--- src/include/ifc_pkg.sv ---
// Package for the ingress flow-control assist: register map, field layout, resets and carriers
package ifc_pkg;

	// Data store geometry and widths
	localparam int FREE_W = 12;
	localparam logic [11:0] FREE_TOTAL = 12'h800;
	localparam int BLADE_W = 6;
	localparam int BLADES = 64;
	localparam int QCNT_W = 16;
	localparam int PROB_W = 8;
	localparam int PROB_DEPTH = 64;
	localparam int PIDX_W = 6;
	localparam int ARR_W = 32;
	localparam int PERIOD_W = 16;
	localparam int ADR_W = 9;
	localparam int LFSR_W = 16;

	// Register byte offsets
	localparam logic [8:0] OFF_FREE_COUNT = 9'h000;
	localparam logic [8:0] OFF_GUIDED_STOP = 9'h004;
	localparam logic [8:0] OFF_USER_STOP = 9'h008;
	localparam logic [8:0] OFF_NEWF_STOP = 9'h00C;
	localparam logic [8:0] OFF_ALARM = 9'h010;
	localparam logic [8:0] OFF_USER_REL = 9'h014;
	localparam logic [8:0] OFF_NEWF_REL = 9'h018;
	localparam logic [8:0] OFF_HIGH_DROP = 9'h01C;
	localparam logic [8:0] OFF_LOW_DROP = 9'h020;
	localparam logic [8:0] OFF_EXT_SIGNAL = 9'h024;
	localparam logic [8:0] OFF_CTRL = 9'h028;
	localparam logic [8:0] OFF_PERIOD = 9'h02C;
	localparam logic [8:0] OFF_ARRIVAL = 9'h030;
	localparam logic [8:0] OFF_AVERAGE = 9'h034;
	localparam logic [8:0] OFF_INT_STATUS = 9'h038;
	localparam logic [8:0] OFF_INT_MASK = 9'h03C;
	localparam logic [8:0] OFF_QUEUE_LIMIT = 9'h040;
	localparam logic [8:0] OFF_STATE = 9'h044;
	localparam logic [8:0] OFF_LOCAL_LO = 9'h048;
	localparam logic [8:0] OFF_LOCAL_HI = 9'h04C;
	localparam logic [8:0] OFF_REM0_LO = 9'h050;
	localparam logic [8:0] OFF_REM0_HI = 9'h054;
	localparam logic [8:0] OFF_REM1_LO = 9'h058;
	localparam logic [8:0] OFF_REM1_HI = 9'h05C;
	localparam int PROB_BASE_BIT = 8;

	// Control register fields
	localparam int CTRL_USER_REL_EN = 0;
	localparam int CTRL_NEWF_REL_EN = 1;
	localparam int CTRL_K_LSB = 2;

	// Interrupt status bit positions
	localparam int INT_USER_STOP = 0;
	localparam int INT_NEWF_STOP = 1;
	localparam int INT_ALARM = 2;
	localparam int INT_W = 3;

	// Reset values
	localparam logic [11:0] RST_GUIDED_STOP = 12'h010;
	localparam logic [11:0] RST_USER_STOP = 12'h040;
	localparam logic [11:0] RST_NEWF_STOP = 12'h080;
	localparam logic [11:0] RST_ALARM = 12'h100;
	localparam logic [11:0] RST_RELEASE = 12'h000;
	localparam logic [11:0] RST_HIGH_DROP = 12'h020;
	localparam logic [11:0] RST_LOW_DROP = 12'h060;
	localparam logic [11:0] RST_EXT_SIGNAL = 12'h0C0;
	localparam logic [15:0] RST_PERIOD = 16'h0100;
	localparam logic [15:0] RST_QUEUE_LIMIT = 16'h0040;
	localparam logic [15:0] LFSR_SEED = 16'hACE1;
	localparam logic [15:0] LFSR_TAPS = 16'hB400;
	localparam logic [3:0] FLOW_BYPASS = 4'hF;

	// Frame presented at enqueue
	typedef struct packed {
		logic [3:0] flow_info;
		logic [7:0] tos;
		logic prio;
		logic mcast;
		logic [5:0] blade;
	} ifc_enq_s;

	// Enqueue verdict, exactly one bit set when valid
	typedef struct packed {
		logic forward;
		logic tail_drop;
		logic random_drop;
	} ifc_dec_s;

	// Congestion report from a remote blade
	typedef struct packed {
		logic prio;
		logic [5:0] blade;
		logic congested;
	} ifc_report_s;

	// Queue counts of the four ports of one target blade
	typedef struct packed {
		logic [5:0] blade;
		logic [3:0][15:0] count;
	} ifc_qupd_s;

	// Buffer allocation permissions
	typedef struct packed {
		logic allow_guided;
		logic allow_user;
		logic allow_new_frame;
	} ifc_alloc_s;

endpackage : ifc_pkg

--- src/ifc_flow_control.sv ---
// Ingress flow-control assist: buffer cut-offs, statistics, congestion maps and enqueue verdict
`timescale 1ns/10ps

module ifc_flow_control
	import ifc_pkg::*;
(
	input wire logic clk_i,
	input wire logic rst_i,
	input wire logic [8:0] wb_adr_i,
	input wire logic [31:0] wb_dat_i,
	output logic [31:0] wb_dat_o,
	input wire logic wb_we_i,
	input wire logic [3:0] wb_sel_i,
	input wire logic wb_cyc_i,
	input wire logic wb_stb_i,
	output logic wb_ack_o,
	input wire logic buf_take_i,
	input wire logic buf_give_i,
	output ifc_alloc_s alloc_o,
	output logic free_buffer_low_out_o,
	output logic irq_o,
	input wire logic qupd_valid_i,
	input wire ifc_qupd_s qupd_i,
	input wire logic report_valid_i,
	input wire ifc_report_s report_i,
	input wire logic enq_valid_i,
	input wire ifc_enq_s enq_i,
	output logic dec_valid_o,
	output ifc_dec_s dec_o
);

	// Strict less-than against a level, shared by every cut-off
	function automatic logic below(input logic [11:0] cnt, input logic [11:0] lvl);
		below = cnt < lvl;
	endfunction : below

	// Divide by 1, 2, 4 or 8
	function automatic logic [11:0] scale(input logic [11:0] v, input logic [1:0] k);
		scale = v >> k;
	endfunction : scale

	logic [11:0] free_buffer_count_q, guided_stop_level_q, user_stop_level_q;
	logic [11:0] new_frame_stop_level_q, low_buffer_alarm_level_q, free_buffer_average_q;
	logic [11:0] user_stop_release_level_q, new_frame_release_level_q;
	logic [11:0] high_prio_drop_level_q, low_prio_drop_level_q, external_signal_level_q;
	logic [3:0] ctrl_q;
	logic [15:0] sample_period_q, queue_frame_limit_q, lfsr_q, period_cnt_q;
	logic [31:0] arrival_q, rd_data, byte_mask, wr_word;
	logic [2:0] int_status_q, int_status_d, int_mask_q;
	logic [63:0] local_congestion_map_q, remote_congestion_map_p0_q, remote_congestion_map_p1_q;
	logic [7:0] prob_tbl_q [PROB_DEPTH];
	logic user_hold_q, user_hold_d, newf_hold_q, newf_hold_d;
	logic ack_q, access, wr_en, rd_done, prob_sel, take_ok, give_ok, sample_tick;
	logic [1:0] k_sel;
	logic [5:0] prob_wr_idx, probability_index;
	logic [7:0] rnd_val;
	ifc_dec_s dec_d;

	assign access = wb_cyc_i & wb_stb_i;
	// The write lands on the edge where the master sees ack, never earlier
	assign wr_en = access & ack_q & wb_we_i;
	assign rd_done = access & ~ack_q & ~wb_we_i; // Arrival clears as its value is latched
	assign prob_sel = wb_adr_i[PROB_BASE_BIT];
	assign prob_wr_idx = wb_adr_i[7:2];
	assign byte_mask = {{8{wb_sel_i[3]}}, {8{wb_sel_i[2]}}, {8{wb_sel_i[1]}}, {8{wb_sel_i[0]}}};
	// Unselected byte lanes keep the register's present contents
	assign wr_word = (rd_data & ~byte_mask) | (wb_dat_i & byte_mask);
	assign k_sel = ctrl_q[CTRL_K_LSB +: 2];

	// Read multiplexer; unmapped words read as zero
	always_comb begin
		if (prob_sel) begin
			rd_data = {24'h00_0000, prob_tbl_q[prob_wr_idx]};
		end else begin
			unique case ({wb_adr_i[8:2], 2'b00})
				OFF_FREE_COUNT: rd_data = {20'h0_0000, free_buffer_count_q};
				OFF_GUIDED_STOP: rd_data = {20'h0_0000, guided_stop_level_q};
				OFF_USER_STOP: rd_data = {20'h0_0000, user_stop_level_q};
				OFF_NEWF_STOP: rd_data = {20'h0_0000, new_frame_stop_level_q};
				OFF_ALARM: rd_data = {20'h0_0000, low_buffer_alarm_level_q};
				OFF_USER_REL: rd_data = {20'h0_0000, user_stop_release_level_q};
				OFF_NEWF_REL: rd_data = {20'h0_0000, new_frame_release_level_q};
				OFF_HIGH_DROP: rd_data = {20'h0_0000, high_prio_drop_level_q};
				OFF_LOW_DROP: rd_data = {20'h0_0000, low_prio_drop_level_q};
				OFF_EXT_SIGNAL: rd_data = {20'h0_0000, external_signal_level_q};
				OFF_CTRL: rd_data = {28'h000_0000, ctrl_q};
				OFF_PERIOD: rd_data = {16'h0000, sample_period_q};
				OFF_ARRIVAL: rd_data = arrival_q;
				OFF_AVERAGE: rd_data = {20'h0_0000, free_buffer_average_q};
				OFF_INT_STATUS: rd_data = {29'h0000_0000, int_status_q};
				OFF_INT_MASK: rd_data = {29'h0000_0000, int_mask_q};
				OFF_QUEUE_LIMIT: rd_data = {16'h0000, queue_frame_limit_q};
				OFF_STATE: rd_data = {29'h0000_0000, alloc_o};
				OFF_LOCAL_LO: rd_data = local_congestion_map_q[31:0];
				OFF_LOCAL_HI: rd_data = local_congestion_map_q[63:32];
				OFF_REM0_LO: rd_data = remote_congestion_map_p0_q[31:0];
				OFF_REM0_HI: rd_data = remote_congestion_map_p0_q[63:32];
				OFF_REM1_LO: rd_data = remote_congestion_map_p1_q[31:0];
				OFF_REM1_HI: rd_data = remote_congestion_map_p1_q[63:32];
				default: rd_data = 32'h0000_0000;
			endcase
		end
	end

	// Bus handshake: ack one cycle after the request, dropped the cycle after
	always_ff @(posedge clk_i) begin
		if (rst_i) begin
			ack_q <= 1'b0;
			wb_dat_o <= 32'h0000_0000;
		end else begin
			ack_q <= access & ~ack_q;
			wb_dat_o <= (access & ~ack_q) ? rd_data : 32'h0000_0000;
		end
	end
	assign wb_ack_o = ack_q;

	// Software-written levels and configuration
	always_ff @(posedge clk_i) begin
		if (rst_i) begin
			guided_stop_level_q <= RST_GUIDED_STOP;
			user_stop_level_q <= RST_USER_STOP;
			new_frame_stop_level_q <= RST_NEWF_STOP;
			low_buffer_alarm_level_q <= RST_ALARM;
			user_stop_release_level_q <= RST_RELEASE;
			new_frame_release_level_q <= RST_RELEASE;
			high_prio_drop_level_q <= RST_HIGH_DROP;
			low_prio_drop_level_q <= RST_LOW_DROP;
			external_signal_level_q <= RST_EXT_SIGNAL;
			ctrl_q <= 4'h0;
			sample_period_q <= RST_PERIOD;
			queue_frame_limit_q <= RST_QUEUE_LIMIT;
			int_mask_q <= 3'h0;
		end else if (wr_en && !prob_sel) begin
			unique case ({wb_adr_i[8:2], 2'b00})
				OFF_GUIDED_STOP: guided_stop_level_q <= wr_word[11:0];
				OFF_USER_STOP: user_stop_level_q <= wr_word[11:0];
				OFF_NEWF_STOP: new_frame_stop_level_q <= wr_word[11:0];
				OFF_ALARM: low_buffer_alarm_level_q <= wr_word[11:0];
				OFF_USER_REL: user_stop_release_level_q <= wr_word[11:0];
				OFF_NEWF_REL: new_frame_release_level_q <= wr_word[11:0];
				OFF_HIGH_DROP: high_prio_drop_level_q <= wr_word[11:0];
				OFF_LOW_DROP: low_prio_drop_level_q <= wr_word[11:0];
				OFF_EXT_SIGNAL: external_signal_level_q <= wr_word[11:0];
				OFF_CTRL: ctrl_q <= wr_word[3:0];
				OFF_PERIOD: sample_period_q <= wr_word[15:0];
				OFF_QUEUE_LIMIT: queue_frame_limit_q <= wr_word[15:0];
				OFF_INT_MASK: int_mask_q <= wr_word[2:0];
				default: ;
			endcase
		end
	end

	// Probability table, filled only by software
	always_ff @(posedge clk_i) begin
		if (rst_i) begin
			prob_tbl_q <= '{default: 8'hFF};
		end else if (wr_en && prob_sel) begin
			prob_tbl_q[prob_wr_idx] <= wr_word[7:0];
		end
	end

	// Free buffer count; a take at zero or a give at full is ignored
	assign take_ok = buf_take_i & (free_buffer_count_q != 12'h000);
	assign give_ok = buf_give_i & (free_buffer_count_q != FREE_TOTAL);
	always_ff @(posedge clk_i) begin
		if (rst_i) begin
			free_buffer_count_q <= FREE_TOTAL;
		end else if (take_ok != give_ok) begin
			free_buffer_count_q <= take_ok ? free_buffer_count_q - 12'h001
				: free_buffer_count_q + 12'h001;
		end
	end

	// Cut-off holds; with release enabled they stay set until the count passes the release level
	always_comb begin
		user_hold_d = user_hold_q;
		if (below(free_buffer_count_q, user_stop_level_q)) begin
			user_hold_d = 1'b1;
		end else if (!ctrl_q[CTRL_USER_REL_EN]
				|| free_buffer_count_q > user_stop_release_level_q) begin
			user_hold_d = 1'b0;
		end
		newf_hold_d = newf_hold_q;
		if (below(free_buffer_count_q, new_frame_stop_level_q)) begin
			newf_hold_d = 1'b1;
		end else if (!ctrl_q[CTRL_NEWF_REL_EN]
				|| free_buffer_count_q > new_frame_release_level_q) begin
			newf_hold_d = 1'b0;
		end
	end

	// Allocation permissions; guided stop overrides everything
	always_ff @(posedge clk_i) begin
		if (rst_i) begin
			user_hold_q <= 1'b0;
			newf_hold_q <= 1'b0;
			alloc_o <= '{allow_guided: 1'b1, allow_user: 1'b1, allow_new_frame: 1'b1};
		end else begin
			user_hold_q <= user_hold_d;
			newf_hold_q <= newf_hold_d;
			alloc_o.allow_guided <= ~below(free_buffer_count_q, guided_stop_level_q);
			alloc_o.allow_user <= ~below(free_buffer_count_q, guided_stop_level_q)
				& ~user_hold_d;
			alloc_o.allow_new_frame <= ~below(free_buffer_count_q, guided_stop_level_q)
				& ~user_hold_d & ~newf_hold_d;
		end
	end

	// Sticky interrupt causes; a new event beats a same-cycle write-one clear
	always_comb begin
		int_status_d = (wr_en && !prob_sel && {wb_adr_i[8:2], 2'b00} == OFF_INT_STATUS)
			? int_status_q & ~wr_word[2:0] : int_status_q;
		if (below(free_buffer_count_q, user_stop_level_q)) begin
			int_status_d[INT_USER_STOP] = 1'b1;
		end
		if (below(free_buffer_count_q, new_frame_stop_level_q)) begin
			int_status_d[INT_NEWF_STOP] = 1'b1;
		end
		if (below(free_buffer_count_q, low_buffer_alarm_level_q)) begin
			int_status_d[INT_ALARM] = 1'b1;
		end
	end

	// Interrupt line registered from the next status so it is a clean flop output
	always_ff @(posedge clk_i) begin
		if (rst_i) begin
			int_status_q <= 3'h0;
			irq_o <= 1'b0;
		end else begin
			int_status_q <= int_status_d;
			irq_o <= |(int_status_d & int_mask_q);
		end
	end

	// External low-buffer signal for helper devices
	always_ff @(posedge clk_i) begin
		if (rst_i) begin
			free_buffer_low_out_o <= 1'b0;
		end else begin
			free_buffer_low_out_o <= below(free_buffer_count_q, external_signal_level_q);
		end
	end

	// Arrival counter; a take during the clearing read counts as the first new arrival
	always_ff @(posedge clk_i) begin
		if (rst_i) begin
			arrival_q <= 32'h0000_0000;
		end else if (rd_done && !prob_sel && {wb_adr_i[8:2], 2'b00} == OFF_ARRIVAL) begin
			arrival_q <= {31'h0000_0000, take_ok};
		end else if (take_ok) begin
			arrival_q <= arrival_q + 32'h0000_0001;
		end
	end

	// Sample period timer; a zero period behaves as one cycle
	assign sample_tick = (period_cnt_q + 16'h0001) >= sample_period_q;
	always_ff @(posedge clk_i) begin
		if (rst_i) begin
			period_cnt_q <= 16'h0000;
		end else begin
			period_cnt_q <= sample_tick ? 16'h0000 : period_cnt_q + 16'h0001;
		end
	end

	// Moving average in shift form: avg - avg*K + count*K, integer buffers only
	always_ff @(posedge clk_i) begin
		if (rst_i) begin
			free_buffer_average_q <= FREE_TOTAL;
		end else if (sample_tick) begin
			free_buffer_average_q <= free_buffer_average_q - scale(free_buffer_average_q, k_sel)
				+ scale(free_buffer_count_q, k_sel);
		end
	end

	// Local map: one bit per blade from its four port queue counts
	always_ff @(posedge clk_i) begin
		if (rst_i) begin
			local_congestion_map_q <= 64'h0;
		end else if (qupd_valid_i) begin
			local_congestion_map_q[qupd_i.blade] <= (qupd_i.count[0] > queue_frame_limit_q)
				| (qupd_i.count[1] > queue_frame_limit_q) | (qupd_i.count[2] > queue_frame_limit_q)
				| (qupd_i.count[3] > queue_frame_limit_q);
		end
	end

	// Remote maps follow each report for its priority
	always_ff @(posedge clk_i) begin
		if (rst_i) begin
			remote_congestion_map_p0_q <= 64'h0;
			remote_congestion_map_p1_q <= 64'h0;
		end else if (report_valid_i && report_i.prio) begin
			remote_congestion_map_p1_q[report_i.blade] <= report_i.congested;
		end else if (report_valid_i) begin
			remote_congestion_map_p0_q[report_i.blade] <= report_i.congested;
		end
	end

	// Random source, stepped every cycle; low byte scaled like a table entry
	always_ff @(posedge clk_i) begin
		if (rst_i) begin
			lfsr_q <= LFSR_SEED;
		end else begin
			lfsr_q <= lfsr_q[0] ? (lfsr_q >> 1) ^ LFSR_TAPS : lfsr_q >> 1;
		end
	end
	assign rnd_val = lfsr_q[7:0];

	// Table index: class, remote bit (zero for multicast), color
	assign probability_index = {enq_i.tos[7:5],
		enq_i.mcast ? 1'b0 : remote_congestion_map_p1_q[enq_i.blade],
		enq_i.flow_info[1:0]};

	// Enqueue verdict; priority 0 drops are not counted here, software does that
	always_comb begin
		dec_d = '{forward: 1'b1, tail_drop: 1'b0, random_drop: 1'b0};
		if (enq_i.flow_info == FLOW_BYPASS) begin
			dec_d = '{forward: 1'b1, tail_drop: 1'b0, random_drop: 1'b0};
		end else if (!enq_i.prio) begin
			if (below(free_buffer_count_q, high_prio_drop_level_q)
					|| local_congestion_map_q[enq_i.blade]
					|| (!enq_i.mcast && remote_congestion_map_p0_q[enq_i.blade])) begin
				dec_d = '{forward: 1'b0, tail_drop: 1'b1, random_drop: 1'b0};
			end
		end else if (below(free_buffer_count_q, low_prio_drop_level_q)) begin
			dec_d = '{forward: 1'b0, tail_drop: 1'b1, random_drop: 1'b0};
		end else if (prob_tbl_q[probability_index] < rnd_val) begin
			dec_d = '{forward: 1'b0, tail_drop: 1'b0, random_drop: 1'b1};
		end
	end

	// Verdict registered: one cycle after the enqueue request
	always_ff @(posedge clk_i) begin
		if (rst_i) begin
			dec_valid_o <= 1'b0;
			dec_o <= '{forward: 1'b0, tail_drop: 1'b0, random_drop: 1'b0};
		end else begin
			dec_valid_o <= enq_valid_i;
			dec_o <= enq_valid_i ? dec_d : '0;
		end
	end
	// Checks next to the logic they guard
	a_ack_single_pulse: assert property (@(posedge clk_i) disable iff (rst_i)
		wb_ack_o |=> !wb_ack_o) else $error("ack held longer than one cycle");
	a_guided_stop_all: assert property (@(posedge clk_i) disable iff (rst_i)
		below(free_buffer_count_q, guided_stop_level_q) |=> (alloc_o == 3'b000))
		else $error("allocation allowed below guided stop level");
	a_user_stop_block: assert property (@(posedge clk_i) disable iff (rst_i)
		below(free_buffer_count_q, user_stop_level_q)
		|=> !alloc_o.allow_user && int_status_q[INT_USER_STOP])
		else $error("user traffic not stopped");
	a_newf_release_hold: assert property (@(posedge clk_i) disable iff (rst_i)
		newf_hold_q && ctrl_q[CTRL_NEWF_REL_EN] && free_buffer_count_q <= new_frame_release_level_q
		|=> newf_hold_q && !alloc_o.allow_new_frame)
		else $error("new frame stop released early");
	a_alarm_flag: assert property (@(posedge clk_i) disable iff (rst_i)
		below(free_buffer_count_q, low_buffer_alarm_level_q) |=> int_status_q[INT_ALARM])
		else $error("alarm status not set");
	a_arrival_step: assert property (@(posedge clk_i) disable iff (rst_i)
		take_ok && !rd_done |=> arrival_q == $past(arrival_q) + 32'h0000_0001)
		else $error("arrival counter missed a take");
	a_average_k_one: assert property (@(posedge clk_i) disable iff (rst_i)
		sample_tick && k_sel == 2'b00 |=> free_buffer_average_q == $past(free_buffer_count_q))
		else $error("average with K of one does not follow count");
	a_ext_low_level: assert property (@(posedge clk_i) disable iff (rst_i)
		below(free_buffer_count_q, external_signal_level_q) |=> free_buffer_low_out_o)
		else $error("free buffer low output not raised");
	a_bypass_forward: assert property (@(posedge clk_i) disable iff (rst_i)
		enq_valid_i && enq_i.flow_info == FLOW_BYPASS |=> dec_valid_o && dec_o.forward)
		else $error("bypass frame not forwarded");
	a_low_prio_tail: assert property (@(posedge clk_i) disable iff (rst_i)
		enq_valid_i && enq_i.prio && enq_i.flow_info != FLOW_BYPASS
		&& below(free_buffer_count_q, low_prio_drop_level_q) |=> dec_o.tail_drop)
		else $error("priority 1 frame not tail dropped");
endmodule : ifc_flow_control

--- config.mk ---
export PLATFORM = sky130hd
export DESIGN_NAME = ifc_flow_control
export DESIGN_NICKNAME = d
export VERILOG_FILES = /design/src/include/ifc_pkg.sv /design/src/ifc_flow_control.sv
export SDC_FILE = /design/constraint.sdc
export NUM_CORES = 2
export LEC_CHECK = 0
export ABC_CLOCK_PERIOD_IN_PS = 5500
export BUFFER_PORTS_ARGS = -buffer_cell sky130_fd_sc_hd__buf_2
export CORE_MARGIN = 1.5
export CORE_UTILIZATION = 58
export CTS_BUF_LIST = sky130_fd_sc_hd__clkbuf_4
export CTS_CLUSTER_DIAMETER = 60
export DETAILED_ROUTE_END_ITERATION = 6
export PLACE_DENSITY = 0.78
export SYNTH_ARGS = -nofsm -noshare
export SYNTH_HDL_FRONTEND = slang
export SYNTH_SLANG_ARGS = --single-unit
--- constraint.sdc ---
create_clock -name clk_i -period 5.5 [get_ports clk_i]
set_clock_uncertainty 0.2 [all_clocks]
set_input_delay 1.1 -clock clk_i [delete_from_list [all_inputs] [get_ports clk_i]]
set_output_delay 1.1 -clock clk_i [all_outputs]
set_load 0.1 [all_outputs]
# Word level (Yosys, flattened, before mapping)
# Index checks and enable logic that the tools add are counted.
[op_classes]
n_addsub = 6
n_lt_le_gt_ge = 23
n_eq_ne = 26
shift = 2
n_mux = 42
bitwise_logic = 30
n_reduce_logical = 41
[ops]
columns = ["operator", "n"]
rows = [
  ["one-hot mux 32 bit (24 select lines)", 1],
  ["bitwise mux 512 bit", 1],
  ["bitwise mux 64 bit", 3],
  ["binary-select mux 8 bit (select 6 bit)", 2],
  ["< comparator 12 bit", 7],
  ["greater-than comparator 16 bit", 4],
  ["equality test 7 x 4 -> 1 bit (second input constant)", 8],
  ["equality test 7 x 5 -> 1 bit (second input constant)", 8],
  ["demux 8 bit (select 6 bit)", 1],
  ["two-way mux 8 bit", 5],
  ["adder 32 x 1 -> 32 bit (second input constant)", 1],
  ["bitwise AND 16 bit", 2],
  ["two-way mux 32 bit", 1],
  ["equality test 7 x 3 -> 1 bit (second input constant)", 4],
  ["AND reduction 2 bit", 14],
  ["greater-than comparator 12 bit", 2],
  [">> shifter 12 x 2 -> 12 bit", 2],
  ["< comparator 6 x 7 -> 1 bit (second input constant)", 3],
  ["binary-select mux 1 bit (select 6 bit)", 3],
  ["two-way mux 3 bit", 6],
  ["adder 16 x 1 -> 16 bit (second input constant)", 1],
  [">= comparator 16 bit", 1],
  ["two-way mux 16 bit", 1],
  ["NOT 16 bit", 1],
  ["32 further kinds", 88],
]
[totals]
reg_bits = 986
inputBits = 153
out_inout_bits = 42
word_cells = 270

# Longest topological paths before layout
[logic_depth]
depth_word = 13
depth_mapped = 18
ltp_nobuf = 17

# Worst setup path after synthesis
# No wires, ideal clock.
[synth_path]
path_kind = "input to register"
start = "input port enq_i[1] (netlist name)"
end = "register dec_o[2] (netlist name)"
setup_time_ps = 129
t_arrival_ps = 5132
t_required_ps = 5171
setup_slack_ps = 38
path_stages = 17
n_path_buf = 3
path_cell_list = "buf_1 clkbuf_1 mux4_2 mux2_2 nand3b_1 a311oi_1 a31oi_1 clkbuf_1 mux4_2 mux4_2 ha_1 a211oi_1 nand2_1 a31oi_1 a31oi_1 o21bai_1 a21boi_0"
[synth_via]
elab_chain_len = 12
elab_cells_between_ends = 20
classes_between = "order compare (1); mux (15); bitwise (1); reduce/logical (3)"
[synth_lines]
columns = ["element", "line", "text"]
rows = [
  ["start: declaration", "ifc_flow_control.sv:27", "input wire ifc_enq_s enq_i,"],
  ["binary-select mux 1 bit (select 6 bit)", "ifc_flow_control.sv:310", "enq_i.mcast ? 1'b0 : remote_congestion_map_p1_q[enq_i.blade],"],
  ["two-way mux 1 bit (not written as such)", "ifc_flow_control.sv:310", ""],
  ["two-way mux 1 bit", "ifc_flow_control.sv:310", ""],
  ["NOT 6 -> 7 bit (not written as such)", "ifc_flow_control.sv:326", "end else if (prob_tbl_q[probability_index] < rnd_val) begin"],
  ["binary-select mux 8 bit (select 6 bit)", "ifc_flow_control.sv:326", ""],
  ["two-way mux 8 bit (not written as such) (2 in series)", "ifc_flow_control.sv:326", ""],
  ["< comparator 8 bit", "ifc_flow_control.sv:326", ""],
  ["two-way mux 3 bit", "ifc_flow_control.sv:326", ""],
  ["two-way mux 3 bit", "ifc_flow_control.sv:324", "end else if (below(free_buffer_count_q, low_prio_drop_level_q)) begin"],
  ["two-way mux 3 bit (*)", "ifc_flow_control.sv:318", "end else if (!enq_i.prio) begin"],
  ["two-way mux 3 bit (*)", "ifc_flow_control.sv:316", "if (enq_i.flow_info == FLOW_BYPASS) begin"],
  ["end signal: assignment", "ifc_flow_control.sv:335", "dec_o <= '{forward: 1'b0, tail_drop: 1'b0, random_drop: 1'b0};"],
  ["end signal: assignment", "ifc_flow_control.sv:338", "dec_o <= enq_valid_i ? dec_d : '0;"],
  ["end: declaration", "ifc_flow_control.sv:29", "output ifc_dec_s dec_o"],
]
# Mark *: on every way between the ends. The rest lies on a longest branch, timed or not. The select of a mux whose other input is x is not followed.
# A chain may end at the register's enable or synchronous reset.

# Final worst setup path
[layout_path]
start = "register ctrl_q[3]"
end = "register free_buffer_average_q[10]"
[layout_via]
elab_chain_len = 3
elab_cells_between_ends = 4
classes_between = "add/sub (2); shift (2)"
[layout_lines]
columns = ["element", "line", "text"]
rows = [
  ["start: declaration", "ifc_flow_control.sv:46", "logic [3:0] ctrl_q;"],
  ["start signal: assignment", "ifc_flow_control.sv:144", "OFF_CTRL: ctrl_q <= wr_word[3:0];"],
  [">> shifter 12 x 2 -> 12 bit", "ifc_flow_control.sv:39", "scale = v >> k;"],
  ["subtractor 12 bit", "ifc_flow_control.sv:270", "free_buffer_average_q <= free_buffer_average_q - scale(free_buffer_average_q, k_sel)"],
  ["adder 12 bit (*)", "ifc_flow_control.sv:271", "+ scale(free_buffer_count_q, k_sel);"],
  ["end signal: assignment", "ifc_flow_control.sv:270", ""],
  ["end: declaration", "ifc_flow_control.sv:43", "logic [11:0] new_frame_stop_level_q, low_buffer_alarm_level_q, free_buffer_average_q;"],
]
# Mark *: on every way between the ends. The rest lies on a longest branch, timed or not.

==> results.sh <==
export IMPL_status="complete, but fails checks"
export IMPL_violations="design-rule violations"
export IMPL_rr_startpoint="ctrl_q[3]"
export IMPL_pre_cts_ws_ns=-0.0358
export IMPL_critPathKind="reg2reg"
export IMPL_synth_edff_count=0
export IMPL_avgSynthCellArea_um2=9.57
export IMPL_synthArstFlopShare_pct=0
export IMPL_wl_um=176000
export IMPL_drt_iter0_markers=6195
export IMPL_p_leak_uw=0.0203
export IMPL_seqPwrFrac_pct=42.6
export IMPL_synth_compound_area_share_pct=22.0
export IMPL_cts_max_path_buffers=4
export IMPL_syn_nets=5858
export IMPL_post_cts_buffers=0
export IMPL_drive_above_1_share_pct=21.1
export IMPL_p_sw_share_pct=30.8
export IMPL_drv_cap=0
export IMPL_drc=4
export IMPL_cts_tree="yes"
export IMPL_num_vias=47300
export IMPL_power_density_nw_per_um2=295
export IMPL_grt_pass1_vias=44500
export IMPL_max_vdd_ir_drop_mv=0.209
export IMPL_setup_viol_count_final=0
export IMPL_num_rows=110
export IMPL_ios=195
export IMPL_whs_path_depth=2
export IMPL_rr_worst_depth=14
export IMPL_power_switching_uw=5280
export IMPL_slowest_delay_ns=1.03
export IMPL_dr_pass1_iters=7
export IMPL_antenna_found_initial=7
export IMPL_worst_slew_pin_slew_ns=1.31
export IMPL_htree_levels=5
export IMPL_synthAdderAreaFrac_pct=5.51
export IMPL_clkTransAtPathRegs_ns=0.06
export IMPL_synthFlopType="dfxtp_1"
export IMPL_rsz0062_at_grt="false"
export IMPL_combPwrFrac_pct=19.3
export IMPL_wl_per_cell_um=25.2
export IMPL_fin_crit_ns=4.85
export IMPL_min_delay_start="enq_valid_i"
export IMPL_ys_ff_latch=986
export IMPL_grt_ovfl_total=0
export IMPL_totalPowerFinal_uw=17100
export IMPL_hold_viol_final=0
export IMPL_synthTopCellsByArea="dfxtp_1, mux4_2, a21oi_1"
export IMPL_postCtsHoldBufs=0
export IMPL_clkLatencyLatePin_ns=1.20
export IMPL_synthMuxAreaShare_pct=18.7
export IMPL_r2r_end="free_buffer_average_q[10]"
export IMPL_synth_top_family_by_area="compound AO/OA/AOI/OAI gates"
export IMPL_synth_cells=5481
export IMPL_die_w_um=304
export IMPL_hpwl_um=124000
export IMPL_synthSimpleGateAreaFrac_pct=10.3
export IMPL_timing_hold_ws_ns=0.125
export IMPL_required_ns=6.32
export IMPL_cp_data_arrival_time_ns=5.67
export IMPL_worstPathMaxFanout=31
export IMPL_ys_types=70
export IMPL_cp_slowest_cell="dfxtp_1"
export IMPL_worst_slack_ns=0.649
export IMPL_grt_total_usage_pct=37.4
export IMPL_post_cts_resize_count=0
export IMPL_tns_ns=0
export IMPL_yosysTopAreaCell="dfxtp_1"
export IMPL_die_h_um=304
export IMPL_end_kind="flop"
export IMPL_portBuffers=169
export IMPL_gp_congestion=0.999
export IMPL_hold_path_class="in2reg"
export IMPL_r2r_slack_ns=0.65
export IMPL_fmax_mhz=206
export IMPL_core_um2=89900
export IMPL_place_area_um2=54900
export IMPL_yosys_warnings=0
export IMPL_crit_buf_inv=1
export IMPL_area_growth_pct=10.9
export IMPL_min_to="dec_valid_o"
export IMPL_path_cells="mux4_2 > fa_1 > inv_1 > fa_1 > nor2b_1 > o21ai_0 > a21boi_0 > o21ai_0 > a21boi_0 > o21ai_0 > a21boi_0 > o21a_1 > nor3_1 > o41ai_1"
export IMPL_cts_buffers=282
export IMPL_ys_seq_area_share_pct=37.6
export IMPL_slew_headroom_pct=10.9
export IMPL_dieArea_um2=92300
export IMPL_synthXorXnorAreaFrac_pct=0.968
export IMPL_fillers=7277
export IMPL_fin_area_um2=58200
export IMPL_clkPwrFrac_pct=38.1
export IMPL_crit_path_start_kind="flop"
export IMPL_synth_area_um2=52500
export IMPL_post_drt_via_cell_ratio=6.75
export IMPL_clockRootBuffer="clkbuf_4"
export IMPL_ant_nets=0
export IMPL_critPathTopFamily="compound AO/OA/AOI/OAI gates"
export IMPL_post_route_period_util_pct=88.2
export IMPL_nNetsFinal=6035
export IMPL_grt_pass1_wl_um=267000
export IMPL_initial_core_util_pct=58.4
export IMPL_power_internal_uw=11900
export IMPL_clock_sinks=986
export IMPL_synth_top_area_share_pct=37.6
export IMPL_drv_slew=0
export IMPL_grt_max_degree=148
## stage by stage
step,instances,utilization (%)
after floorplan,5481,-
after global placement,6550,61.1
after detailed placement,6550,61.1
after CTS,7002,64.7
after global routing,7006,64.7
final,7008,64.7
## worst max path at each step
stage                     startpoint                         to  cells past startpoint
after floorplan             enq_i[1]                   dec_o[2]                     17
after global placement      enq_i[1]                   dec_o[2]                     18
after detailed placement    enq_i[1]                   dec_o[2]                     18
after CTS                  ctrl_q[3]  free_buffer_average_q[10]                     14
after global routing       ctrl_q[3]  free_buffer_average_q[10]                     17
final                      ctrl_q[3]  free_buffer_average_q[10]                     14
## metal layers
layer	share of wire (%)	vias up	GRT usage (%)	routed length, µm
met4	6.7	4	23.3	11700
met2	44	3005	56.7	78300
li1	-	21000	-	-
met3	11	664	9.17	20200
met5	0.018	-	0	31
met1	37	22600	48.2	66200
## worst register-to-register path, stage by stage, from the launching register on
cell	delay, ns
dfxtp_1	1.03
mux4_2	0.45
fa_1	0.55
inv_1	0.06
fa_1	0.40
nor2b_1	0.13
o21ai_0	0.13
a21boi_0	0.27
o21ai_0	0.15
a21boi_0	0.25
o21ai_0	0.16
a21boi_0	0.30
o21a_1	0.18
nor3_1	0.05
o41ai_1	0.37
## cells in the final DEF (no fill, tap or decap), types with 88 or more instances in the layout
master / n
nand3_1: 105
nand2_1: 198
buf_2: 163
a211o_1: 140
a22oi_1: 88
inv_1: 176
a21oi_1: 698
clkbuf_4: 383
o21ai_0: 530
buf_4: 162
dfxtp_1: 986
a211oi_1: 128
ha_1: 212
mux4_2: 397
nor2_1: 582
## state kept, by name, indices dropped and copies added, names as in the netlist, 16 cells and up
name and cells:
prob_tbl_q 512, local_congestion_map_q 64, remote_congestion_map_p0_q 64, remote_congestion_map_p1_q 64, arrival_q 32, wb_dat_o 32, lfsr_q 16, period_cnt_q 16
queue_frame_limit_q 16, sample_period_q 16
## logic make-up (layout without fill, tap and decap cells)
logic type               count (synthesis)  after routing
AO/OA/AOI/OAI                         1895           1895
AND/OR/NAND/NOR                       1195           1195
flip-flops                             986            986
buffers and inverters                  645            990
multiplexers                           478            478
adder cells (fa/ha/maj)                224            224
XOR/XNOR                                58             58
other                                    0              6
## power by group through the flow
stage / registers (µW) / clock network, µW / logic [µW]
2_1_floorplan: 7630 / 0 / 2050
3_3_place_gp: 7460 / 0 / 3160
3_5_place_dp: 7460 / 0 / 3220
4_1_cts: 7300 / 6570 / 3250
5_1_grt: 7300 / 6960 / 3610
6_report: 7300 / 6520 / 3310
## Yosys cell counts, types with 7 or more instances
cell / n
fa_1: 12
a21o_1: 55
and2_1: 19
xor2_1: 27
inv_1: 176
a211oi_1: 128
a222oi_1: 39
mux2i_1: 51
a21oi_1: 698
a21boi_0: 12
and4_1: 7
nand3b_1: 14
a22o_1: 19
clkbuf_1: 373
o211ai_1: 11
nand3_1: 105
or2_2: 15
buf_2: 46
nor2_1: 589
o31a_1: 64
nand4_1: 45
and3_1: 19
o22ai_1: 8
nand2_1: 200
a211o_1: 140
or3_1: 10
o21ai_0: 530
buf_1: 35
xnor2_1: 31
dfxtp_1: 986
a221oi_1: 18
nor2b_1: 64
nand2b_1: 33
mux4_2: 397
nor3b_1: 13
a22oi_1: 88
a31oi_1: 24
o21a_1: 24
nor3_1: 33
mux2_2: 30
ha_1: 212
## layout make-up
class / instances / area [µm²] / share of cell area (%)
Antenna cell: 6 / 15.0 / 0.0258
Clock buffer: 383 / 2880 / 4.94
Clock inverter: 69 / 362 / 0.622
Inverter: 177 / 664 / 1.14
Multi-Input combinational cell: 3850 / 30300 / 52.1
Sequential cell: 986 / 19700 / 33.9
Tap cell: 1176 / 1470 / 2.53
Timing Repair Buffer: 361 / 2720 / 4.67
Power figures use the tool's default switching activity.
